### config.mk
export PLATFORM = sky130hd
export DESIGN_NAME = fcd_fuse_config_decode
export DESIGN_NICKNAME = d
export VERILOG_FILES = /design/src/fcd_pkg.sv /design/src/fcd_fuse_shadow.sv /design/src/fcd_down_timer.sv /design/src/fcd_fuse_config_decode.sv
export VERILOG_INCLUDE_DIRS = /design/src
export SDC_FILE = /design/constraint.sdc
export NUM_CORES = 1
export LEC_CHECK = 0
export BUFFER_PORTS_ARGS = -buffer_cell sky130_fd_sc_hd__buf_2
export CORE_UTILIZATION = 48
export CTS_BUF_LIST = sky130_fd_sc_hd__clkbuf_8
export DETAILED_ROUTE_END_ITERATION = 7
export PLACE_DENSITY = 0.73
export SLEW_MARGIN = 20
export SYNTH_ARGS = -nofsm -noshare
export SYNTH_HDL_FRONTEND = slang
export SYNTH_SLANG_ARGS = --single-unit
### constraint.sdc
create_clock -name CLK -period 2.2 [get_ports CLK]
set_input_delay 0.33 -clock CLK [delete_from_list [all_inputs] [get_ports CLK]]
set_output_delay 0.33 -clock CLK [all_outputs]
set_load 0.01 [all_outputs]
### src/fcd_defs.svh
// Fuse decoder constants: offsets, field positions, codes and timing.
// Assumes inclusion by bare name from the decoder design file.
`ifndef FCD_DEFS_SVH
`define FCD_DEFS_SVH

// Fuse byte offsets within nonvolatile storage
`define FCD_OFS_OSCILLATOR_CONFIG_FUSE      4'h2
`define FCD_OFS_SYSA        4'h5
`define FCD_OFS_SYSB        4'h6
`define FCD_OFS_APP_SECTION_END      4'h7
`define FCD_OFS_BOOT_SECTION_END     4'h8
`define FCD_OFS_LOCK        4'hA
`define FCD_OFS_LAST        4'hA

// Field positions
`define FCD_BIT_OSC_CAL_LOCK     7
`define FCD_FREQ_HI         1
`define FCD_FREQ_LO         0
`define FCD_CRC_HI          7
`define FCD_CRC_LO          6
`define FCD_PIN_HI          3
`define FCD_PIN_LO          2
`define FCD_BIT_KEEPEE      0
`define FCD_SUT_HI          2
`define FCD_SUT_LO          0

// Codes
`define FCD_FREQ_16M        2'h1
`define FCD_FREQ_20M        2'h2
`define FCD_PIN_GPIO        2'h0
`define FCD_PIN_PDP         2'h1
`define FCD_PIN_RESET       2'h2
`define FCD_OPEN_KEY        8'hC5
`define FCD_ZERO_BYTE       8'h00
`define FCD_SYSA_RESET      8'hC4

// APB register byte addresses (fuse offsets are bytes, kept as word index)
`define FCD_ADDR_OSC        12'h008
`define FCD_ADDR_SYSA       12'h014
`define FCD_ADDR_SYSB       12'h018
`define FCD_ADDR_APP_SECTION_END     12'h01C
`define FCD_ADDR_BOOT_SECTION_END    12'h020
`define FCD_ADDR_LOCK       12'h028
`define FCD_ADDR_STATUS     12'h040
`define FCD_ADDR_CTRL       12'h044

// Timing
`define FCD_BLANK_SLOW_CYC  768
`define FCD_CLK_HZ          25000000
`define FCD_MS_PER_S        1000

`endif

### src/fcd_pkg.sv
// Types shared by the fuse decoder files.
// Assumes nothing beyond a SystemVerilog compiler.
package fcd_pkg;
    // Loader states, Gray along load path
    typedef enum logic [2:0] {
        FCD_S_IDLE  = 3'b000,
        FCD_S_READ  = 3'b001,
        FCD_S_WAIT  = 3'b011,
        FCD_S_DELAY = 3'b010,
        FCD_S_DONE  = 3'b110
    } fcd_state_e;

    // Scan region selection
    typedef enum logic [1:0] {
        FCD_SCAN_FLASH   = 2'b00,
        FCD_SCAN_BOOT    = 2'b01,
        FCD_SCAN_BOOTAPP = 2'b10,
        FCD_SCAN_NONE    = 2'b11
    } fcd_scan_e;
endpackage : fcd_pkg

### src/fcd_fuse_shadow.sv
// Shadow store of fuse bytes, written by the loader.
// Assumes one clock; read data come out of a register.
`timescale 1ns/10ps
`default_nettype none
module fcd_fuse_shadow #(
    parameter int DEPTH = 16,
    parameter int AW    = 4
) (
    // Clock
    input  wire logic          clk,
    // Write side
    input  wire logic          wr_en,
    input  wire logic [AW-1:0] wr_addr,
    input  wire logic [7:0]    wr_data,
    // Read side
    input  wire logic [AW-1:0] rd_addr,
    output var  logic [7:0]    rd_data
);
    logic [7:0] mem_reg [DEPTH];

    // Storage write
    always_ff @(posedge clk) begin
        if (wr_en) begin
            mem_reg[wr_addr] <= wr_data;
        end
    end

    // Registered read
    always_ff @(posedge clk) begin
        rd_data <= mem_reg[rd_addr];
    end
endmodule : fcd_fuse_shadow
`default_nettype wire

### src/fcd_down_timer.sv
// Loadable down counter giving a busy level while nonzero.
// Assumes a synchronous active-high reset.
`timescale 1ns/10ps
`default_nettype none
module fcd_down_timer #(
    parameter int W = 24
) (
    // Clock and reset
    input  wire logic         clk,
    input  wire logic         rst,
    // Control
    input  wire logic         load,
    input  wire logic [W-1:0] count,
    // Status
    output var  logic         busy
);
    logic [W-1:0] cnt_reg;

    // Count down to zero, reload wins
    always_ff @(posedge clk) begin
        if (rst) begin
            cnt_reg <= '0;
        end else if (load) begin
            cnt_reg <= count;
        end else if (cnt_reg != '0) begin
            cnt_reg <= cnt_reg - W'(1);
        end
    end

    assign busy = (cnt_reg != '0);
endmodule : fcd_down_timer
`default_nettype wire

### src/fcd_fuse_config_decode.sv
// Fuse configuration decoder: loads fuse bytes at reset, decodes them
// for clock, reset, flash and program/debug port, APB register view.
// Assumes fuse storage answers a read one or more cycles after request.
//
// Our own choice: the APB slave port.
`timescale 1ns/10ps
`default_nettype none
`include "fcd_defs.svh"

// Behaviour
// - Oscillator lock fuse bit 7 copied
// - Frequency code 1=16MHz, 2=20MHz, else reserved
// - Load factory calibration for selected frequency
// - Scan region select from two-bit field
// - Reset pin: GPIO, debug port, reset
// - GPIO driver blanked 768 slow cycles
// - Keep-EEPROM bit controls erase on chip erase
// - Locked device always erases EEPROM
// - Start-up delay 0 to 64 ms
// - Application end in 256-byte blocks
// - Application end zero: rest is code
// - Boot end in 256-byte blocks, zero whole
// - Both zero: whole flash is boot
// - Open only when key equals C5
// - Locked debug port denied system bus
module fcd_fuse_config_decode #(
    parameter int          SLOW_HZ      = 32768,
    parameter int          MS_CYC       = `FCD_CLK_HZ / `FCD_MS_PER_S,
    parameter logic [23:0] FLASH_BYTES  = 24'h001000,
    parameter logic [7:0]  CAL16_FREQ   = 8'h20,
    parameter logic [7:0]  CAL16_TEMP   = 8'h04,
    parameter logic [7:0]  CAL20_FREQ   = 8'h28,
    parameter logic [7:0]  CAL20_TEMP   = 8'h05
) (
    // Clock and reset
    input  wire logic        CLK,
    input  wire logic        RESET,
    // APB slave
    input  wire logic        PSEL,
    input  wire logic        PENABLE,
    input  wire logic        PWRITE,
    input  wire logic [11:0] PADDR,
    input  wire logic [31:0] PWDATA,
    output logic             PREADY,
    output logic [31:0]      PRDATA,
    output logic             PSLVERR,
    // Fuse storage read port
    output logic             FUSE_RD_REQ,
    output logic [3:0]       FUSE_RD_ADDR,
    input  wire logic        FUSE_RD_VALID,
    input  wire logic [7:0]  FUSE_RD_DATA,
    // Clock controller
    output logic             OSC_CAL_LOCK,
    output logic [1:0]       OSC_FREQ_SELECT,
    output logic             OSC_RUN_20M,
    output logic [7:0]       OSC_FREQ_CAL,
    output logic [7:0]       OSC_TEMP_CAL,
    // Reset controller and pin
    output logic             RELEASE_CORE,
    output logic             PIN_IS_GPIO,
    output logic             PIN_IS_DEBUG,
    output logic             PIN_IS_RESET,
    output logic             PIN_DRIVE_ALLOW,
    // Flash controller and scanner
    output logic [1:0]       SCAN_SOURCE_SELECT,
    output logic             SCAN_ENABLE,
    output logic [23:0]      BOOT_END_ADDR,
    output logic [23:0]      APP_END_ADDR,
    input  wire logic        CHIP_ERASE,
    output logic             ERASE_EEPROM,
    // Program/debug port
    output logic             DEVICE_LOCKED,
    output logic             PDP_BUS_ALLOW
);
    localparam int BLANK_CYC = int'((`FCD_BLANK_SLOW_CYC * 64'(`FCD_CLK_HZ) + SLOW_HZ - 1) / SLOW_HZ);

    fcd_pkg::fcd_state_e state_reg;
    logic [3:0]  addr_reg;
    logic [7:0]  osc_reg, sysa_reg, sysb_reg, app_reg, boot_reg, lock_reg;
    logic        blank_start_reg;
    logic        delay_start_reg;
    logic        decoded_reg;
    logic [7:0]  shadow_rd;
    logic        blank_busy, delay_busy;
    logic [23:0] delay_cyc;
    logic        locked;
    logic        apb_write, apb_read;

    // Shadow copy of raw fuse bytes for bus readback
    fcd_fuse_shadow #(.DEPTH(16), .AW(4)) u_shadow (
        .clk     (CLK),
        .wr_en   (FUSE_RD_VALID && state_reg == fcd_pkg::FCD_S_WAIT),
        .wr_addr (addr_reg),
        .wr_data (FUSE_RD_DATA),
        .rd_addr (PADDR[5:2]),
        .rd_data (shadow_rd)
    );

    // Start-up delay: 0 ms, else 2^(code-1) ms
    always_comb begin
        if (sysb_reg[`FCD_SUT_HI:`FCD_SUT_LO] == 3'h0) begin
            delay_cyc = '0;
        end else begin
            delay_cyc = 24'(MS_CYC) << (sysb_reg[`FCD_SUT_HI:`FCD_SUT_LO] - 3'h1);
        end
    end

    fcd_down_timer #(.W(24)) u_startup (
        .clk   (CLK),
        .rst   (RESET),
        .load  (delay_start_reg),
        .count (delay_cyc),
        .busy  (delay_busy)
    );

    // Blanking runs after every reset, 768 slow-oscillator periods
    fcd_down_timer #(.W(24)) u_blank (
        .clk   (CLK),
        .rst   (RESET),
        .load  (blank_start_reg),
        .count (24'(BLANK_CYC)),
        .busy  (blank_busy)
    );

    // Loader walks every fuse offset once per reset
    always_ff @(posedge CLK) begin
        if (RESET) begin
            state_reg       <= fcd_pkg::FCD_S_IDLE;
            addr_reg        <= 4'h0;
            delay_start_reg <= 1'b0;
            blank_start_reg <= 1'b0;
            decoded_reg     <= 1'b0;
        end else begin
            delay_start_reg <= 1'b0;
            blank_start_reg <= 1'b0;
            unique case (state_reg)
                fcd_pkg::FCD_S_IDLE: begin
                    state_reg <= fcd_pkg::FCD_S_READ;
                end
                fcd_pkg::FCD_S_READ: begin
                    state_reg <= fcd_pkg::FCD_S_WAIT;
                end
                fcd_pkg::FCD_S_WAIT: begin
                    if (FUSE_RD_VALID) begin
                        if (addr_reg == `FCD_OFS_LAST) begin
                            state_reg       <= fcd_pkg::FCD_S_DELAY;
                            delay_start_reg <= 1'b1;
                            blank_start_reg <= 1'b1;
                            decoded_reg     <= 1'b1;
                        end else begin
                            addr_reg  <= addr_reg + 4'h1;
                            state_reg <= fcd_pkg::FCD_S_READ;
                        end
                    end
                end
                fcd_pkg::FCD_S_DELAY: begin
                    // Timer loads this cycle, so busy is valid next
                    if (!delay_start_reg && !delay_busy) begin
                        state_reg <= fcd_pkg::FCD_S_DONE;
                    end
                end
                fcd_pkg::FCD_S_DONE: begin
                    state_reg <= fcd_pkg::FCD_S_DONE;
                end
                default: begin
                    state_reg <= fcd_pkg::FCD_S_IDLE;
                end
            endcase
        end
    end

    // Capture decoded bytes; held until next reset, except the key byte, which APB can write while open
    always_ff @(posedge CLK) begin
        if (RESET) begin
            osc_reg  <= 8'h00;
            sysa_reg <= `FCD_SYSA_RESET;
            sysb_reg <= 8'h00;
            app_reg  <= 8'h00;
            boot_reg <= 8'h00;
            lock_reg <= 8'h00;
        end else if (state_reg == fcd_pkg::FCD_S_WAIT && FUSE_RD_VALID) begin
            unique case (addr_reg)
                `FCD_OFS_OSCILLATOR_CONFIG_FUSE:  osc_reg  <= FUSE_RD_DATA;
                `FCD_OFS_SYSA:    sysa_reg <= FUSE_RD_DATA;
                `FCD_OFS_SYSB:    sysb_reg <= FUSE_RD_DATA;
                `FCD_OFS_APP_SECTION_END:  app_reg  <= FUSE_RD_DATA;
                `FCD_OFS_BOOT_SECTION_END: boot_reg <= FUSE_RD_DATA;
                `FCD_OFS_LOCK:    lock_reg <= FUSE_RD_DATA;
                default: ;
            endcase
        end else if (apb_write && PADDR == `FCD_ADDR_LOCK && !locked) begin
            // Key byte writable; a locked part cannot unlock itself
            lock_reg <= PWDATA[7:0];
        end
    end

    // Fuse storage request
    assign FUSE_RD_REQ  = (state_reg == fcd_pkg::FCD_S_READ);
    assign FUSE_RD_ADDR = addr_reg;
    assign RELEASE_CORE = (state_reg == fcd_pkg::FCD_S_DONE);

    // Oscillator decode, inert until bytes are loaded
    always_ff @(posedge CLK) begin
        if (RESET) begin
            OSC_CAL_LOCK    <= 1'b0;
            OSC_FREQ_SELECT <= 2'h0;
            OSC_RUN_20M     <= 1'b0;
            OSC_FREQ_CAL    <= 8'h00;
            OSC_TEMP_CAL    <= 8'h00;
        end else if (decoded_reg) begin
            OSC_CAL_LOCK    <= osc_reg[`FCD_BIT_OSC_CAL_LOCK];
            OSC_FREQ_SELECT <= osc_reg[`FCD_FREQ_HI:`FCD_FREQ_LO];
            OSC_RUN_20M     <= (osc_reg[`FCD_FREQ_HI:`FCD_FREQ_LO] == `FCD_FREQ_20M);
            if (osc_reg[`FCD_FREQ_HI:`FCD_FREQ_LO] == `FCD_FREQ_16M) begin
                OSC_FREQ_CAL <= CAL16_FREQ;
                OSC_TEMP_CAL <= CAL16_TEMP;
            end else if (osc_reg[`FCD_FREQ_HI:`FCD_FREQ_LO] == `FCD_FREQ_20M) begin
                OSC_FREQ_CAL <= CAL20_FREQ;
                OSC_TEMP_CAL <= CAL20_TEMP;
            end
        end
    end

    // Pin function, scan source and section bounds
    always_ff @(posedge CLK) begin
        if (RESET) begin
            PIN_IS_GPIO        <= 1'b0;
            PIN_IS_DEBUG       <= 1'b0;
            PIN_IS_RESET       <= 1'b0;
            SCAN_SOURCE_SELECT <= fcd_pkg::FCD_SCAN_NONE;
            SCAN_ENABLE        <= 1'b0;
            BOOT_END_ADDR      <= 24'h000000;
            APP_END_ADDR       <= 24'h000000;
        end else if (decoded_reg) begin
            PIN_IS_GPIO  <= (sysa_reg[`FCD_PIN_HI:`FCD_PIN_LO] == `FCD_PIN_GPIO);
            PIN_IS_DEBUG <= (sysa_reg[`FCD_PIN_HI:`FCD_PIN_LO] == `FCD_PIN_PDP);
            PIN_IS_RESET <= (sysa_reg[`FCD_PIN_HI:`FCD_PIN_LO] == `FCD_PIN_RESET);
            SCAN_SOURCE_SELECT <= sysa_reg[`FCD_CRC_HI:`FCD_CRC_LO];
            SCAN_ENABLE <= (sysa_reg[`FCD_CRC_HI:`FCD_CRC_LO] != fcd_pkg::FCD_SCAN_NONE);
            if (boot_reg == `FCD_ZERO_BYTE) begin
                // Boot end zero: whole flash is boot, also covers both zero
                BOOT_END_ADDR <= FLASH_BYTES;
                APP_END_ADDR  <= FLASH_BYTES;
            end else begin
                BOOT_END_ADDR <= {8'h00, boot_reg, 8'h00};
                if (app_reg == `FCD_ZERO_BYTE) begin
                    APP_END_ADDR <= FLASH_BYTES;
                end else begin
                    // Above this boundary is application data
                    APP_END_ADDR <= {8'h00, app_reg, 8'h00};
                end
            end
        end
    end

    // Lock decode and erase policy
    assign locked          = (lock_reg != `FCD_OPEN_KEY) || !decoded_reg;
    assign DEVICE_LOCKED   = locked;
    assign PDP_BUS_ALLOW   = !locked;
    assign ERASE_EEPROM    = CHIP_ERASE && (locked || !sysa_reg[`FCD_BIT_KEEPEE]);
    // Driver blocked during load and blanking; no edge from pin until then
    assign PIN_DRIVE_ALLOW = PIN_IS_GPIO && !blank_busy && !blank_start_reg;

    // APB: writes take zero wait states, every read takes one extra for memory
    assign apb_write = PSEL && PENABLE && PWRITE && PREADY;
    assign apb_read  = PSEL && PENABLE && !PWRITE;
    logic rd_wait_reg;
    always_ff @(posedge CLK) begin
        if (RESET) begin
            rd_wait_reg <= 1'b0;
        end else begin
            rd_wait_reg <= apb_read && !rd_wait_reg;
        end
    end
    assign PREADY  = PWRITE ? 1'b1 : rd_wait_reg;
    assign PSLVERR = 1'b0;

    // Read mux; raw fuse bytes from shadow except the key byte from its register, status and decode live
    always_comb begin
        unique case (PADDR)
            `FCD_ADDR_OSC, `FCD_ADDR_SYSA, `FCD_ADDR_SYSB,
            `FCD_ADDR_APP_SECTION_END, `FCD_ADDR_BOOT_SECTION_END: PRDATA = {24'h000000, shadow_rd};
            `FCD_ADDR_LOCK:   PRDATA = {24'h000000, lock_reg};
            `FCD_ADDR_STATUS: PRDATA = {26'h0000000, blank_busy, delay_busy,
                                        decoded_reg, RELEASE_CORE, locked, PIN_DRIVE_ALLOW};
            `FCD_ADDR_CTRL:   PRDATA = {29'h00000000, state_reg};
            default:          PRDATA = 32'h00000000;
        endcase
    end
endmodule : fcd_fuse_config_decode
`default_nettype wire

==> out/summary.txt <==
Slew HR: 55.9%
largest net degree at the start of global routing: 54
via count: 8200
Post-Route WL: 27.4 mm
Worst path max stage delay: 0.55 ns
Reg power frac: 39.0%
Routability Congestion: 0.901
CP Cell Sequence: or4b_4 -> nor4_4 -> o21ai_1 -> nor2b_1 -> a221o_2 -> buf_6
Cell Area, Synth: 11700 um2
Critical Path RT: 1.87 ns
max FFs per register: 128
worst-margin pin slew: 0.661 ns
Worst Hold Endpoint: lock_reg[2]
DRC: 0
reg2reg start: lock_reg[4]
Yosys reg bits: 257
vias per cell: 5.46
Final Hold Fails: 0
pwr/cell area: 1100 nW/um2
Max clock buf depth: 3
Final WS setup: -0.318 ns
antenna violations before repair: 0
first-pass GRT wire length: 41.9 mm
Nets: 1229
CTS sink count: 257
DRT Pass-1 Iters: 5
met2 GRT Util: 35.1%
min-delay src: PWDATA[2]
I/O pin cnt: 177
CTS Buf Count: 41
clock group share of total power: 26.8%
number of nets with antenna violations after routing: 0
Core Box Area: 23700 um2
mean post-synth cell area: 12.0 um2
part of the Yosys area used for sequential elements: 55.1%
multi-input logic area: 4770 um2
worst vdd ir: 793 uV
Wirelength per Cell: 18.2 um
P_leak: 5.45 nW
RSZ-0062 raised after global routing: true
Psw: 4.97 mW
Final Critical Period: 2.52 ns
final setup fails: 8
Ant. Diodes: 0
Initial Util: 49.3%
Cell variety after synth: 79
height of the die: 158 um
ys async rst share: 0%
DRT iter0 DRCs: 565
Int Power: 10.1 mW
GR Overflow Total: 0
gr usage total: 22.3%
Die Footprint: 24900 um2
outcome: finished, violations left
Synth top area share: 32.9%
r2r setup slk: 0.14 ns
# port buffers: 83
Crit Reg-Reg Endpoint: lock_reg[3]
hold path depth: 3
slowest cell on the critical path: or4b_4
logic gate share of total power: 34.1%
Total Power: 15.1 mW
die width: 158 um
main flop type after synthesis: dfxtp_1
Slew Limit Fails: 0
max_cap viols: 0
CP Data Arrival Time: 2.19 ns
worst-skew pair later-pin latency: 0.54 ns
minimum hold slack: 0.0774 ns
synth top area cells: edfxtp_1 (33%), dfxtp_1 (22%), mux4_2 (7.7%), buf_4 (4.6%), mux2i_1 (3.6%)
Post-DP HPWL: 18.5 mm
final worst path period share: 114%
CP Class: reg -> out
YS warnings: 0
layout cells sized above 1: 29.0%
htree depth: 2
Worst Skew: 0.0254 ns
vias in the first global route: 7694
GRT Max-Usage Layer: met2
clk root buf: clkbuf_8
pre-CTS setup slack: 0.0571 ns
switching part of the total: 32.9%
synthesized instance count: 975
Fmax: 397 MHz
CTS tree: yes
reg2reg path depth: 8
Max FO, Critical Path: 2
Reg clk slew, reported paths: 0.06 ns
# rows: 56
global routing met3 resource utilization: 4.85%
Hold Crit Class: in -> reg
CP Capture Type: output pin
EDFF count, synth: 128
CP startpoint kind: register
violated checks: negative setup slack
filler cell count: 1890
most area-hungry cell type in the Yosys netlist: edfxtp_1
routing usage on met1: 30.2%
Layout area overhead: 18.1%
Reg area: 6450 um2
-- through the flow --
| step | setup TNS [ns] | util (%) | std cells | instance area [um2] |
|---|---|---|---|---|
| after floorplan | 0 | - | 1043 | 11900 |
| after global placement | 0 | 53.2 | 1406 | 12600 |
| after detailed placement | 0 | 53.2 | 1406 | 12600 |
| after CTS | -1.21 | 57.9 | 1498 | 13700 |
| after global routing | -2.07 | 58.2 | 1503 | 13800 |
| final | -1.42 | 58.2 | 1503 | 13800 |
-- repair_timing --
item / 4_1_cts / 5_1_grt
endpoints found under the setup margin: 8 / 9
buffers inserted: 19 / 5
resized for setup: 45 / 13
hold buffers: 0 / 0
pin swaps: 11 / 3
-- synth_stat cells (12+ instances only) --
| cell | number |
|---|---|
| dfxtp_1 | 129 |
| edfxtp_1 | 128 |
| nor2_1 | 100 |
| buf_4 | 72 |
| nand2_1 | 68 |
| a21oi_1 | 48 |
| mux2i_1 | 42 |
| mux4_2 | 40 |
| inv_1 | 28 |
| clkbuf_1 | 24 |
| nor3_1 | 23 |
| ha_1 | 19 |
| a31oi_1 | 14 |
| nand3_1 | 14 |
| o21ai_0 | 13 |
| nor2b_1 | 12 |
| nor4_1 | 12 |
| or3_1 | 12 |
-- power by group through the flow --
stage | combinational [mW] | sequential [mW] | clock (mW)
floorplan | 2.97 | 5.85 | 0
global placement | 4.16 | 5.90 | 0
detailed placement | 4.23 | 5.91 | 0
CTS | 4.90 | 5.87 | 4.13
global route | 5.62 | 5.94 | 4.34
finish | 5.15 | 5.89 | 4.05
-- cells by family after synthesis --
group / Yosys count / share of synthesized area [%]
multiplexers: 84 / 11.5
adder cells (fa/ha/maj): 19 / 2.04
AO/OA/AOI/OAI: 144 / 8.49
flip-flops: 257 / 55.1
buffers and inverters: 144 / 7.43
XOR/XNOR: 19 / 1.43
AND/OR/NAND/NOR: 307 / 14.0
other: 1 / 0.0321
-- worst max-delay path by stage --
| stage | slack (ns) | startpoint | endpoint | cells past startpoint |
|---|---|---|---|---|
| 5_1_grt | -0.37 | lock_reg[4] | PRDATA[1] | 6 |
| 2_1_floorplan | 0.07 | u_blank.cnt_reg[0] | PRDATA[0] | 7 |
| 3_5_place_dp | 0.06 | PADDR[9] | PRDATA[4] | 7 |
| 4_1_cts | -0.32 | lock_reg[4] | PRDATA[1] | 6 |
| 6_report | -0.32 | lock_reg[4] | PRDATA[1] | 6 |
| 3_3_place_gp | 0.03 | u_blank.cnt_reg[6] | PRDATA[0] | 7 |
-- layout by cell type (no fill, tap or decap), types with 40 or more instances in the layout --
cell and instances:
clkbuf_8 48, inv_1 40, buf_4 89, buf_2 79, nand2_1 67, mux4_2 40, a21oi_1 48, nor2_1 100
conb_1 69, mux2i_1 42, dfxtp_1 112, edfxtp_1 128
-- cell type report --
type                    instances  area share, %
flip-flops and latches        257           46.8
well taps                     319           2.90
repair buffers                179           8.81
inverters                      30          0.817
clock buffers                  48           4.79
clock inverters                28           1.22
multi-input cells             642           34.7
-- metal layers --
| metal | vias up | part of all wire [%] | wire (um) |
|---|---|---|---|
| li1 | 3838 | - | - |
| met1 | 3927 | 43 | 11700 |
| met2 | 391 | 46 | 12700 |
| met3 | 44 | 8.4 | 2300 |
| met4 | 0 | 2.5 | 683 |
| met5 | - | 0 | 0 |
-- critical path: cells and delay by family (launching register included) --
kind,cells,cell delay [ns]
AND/OR/NAND/NOR,3,0.84
AO/OA/AOI/OAI,2,0.38
flip-flops,1,0.32
buffers and inverters,1,0.12
(Power assumes the default switching activity.)
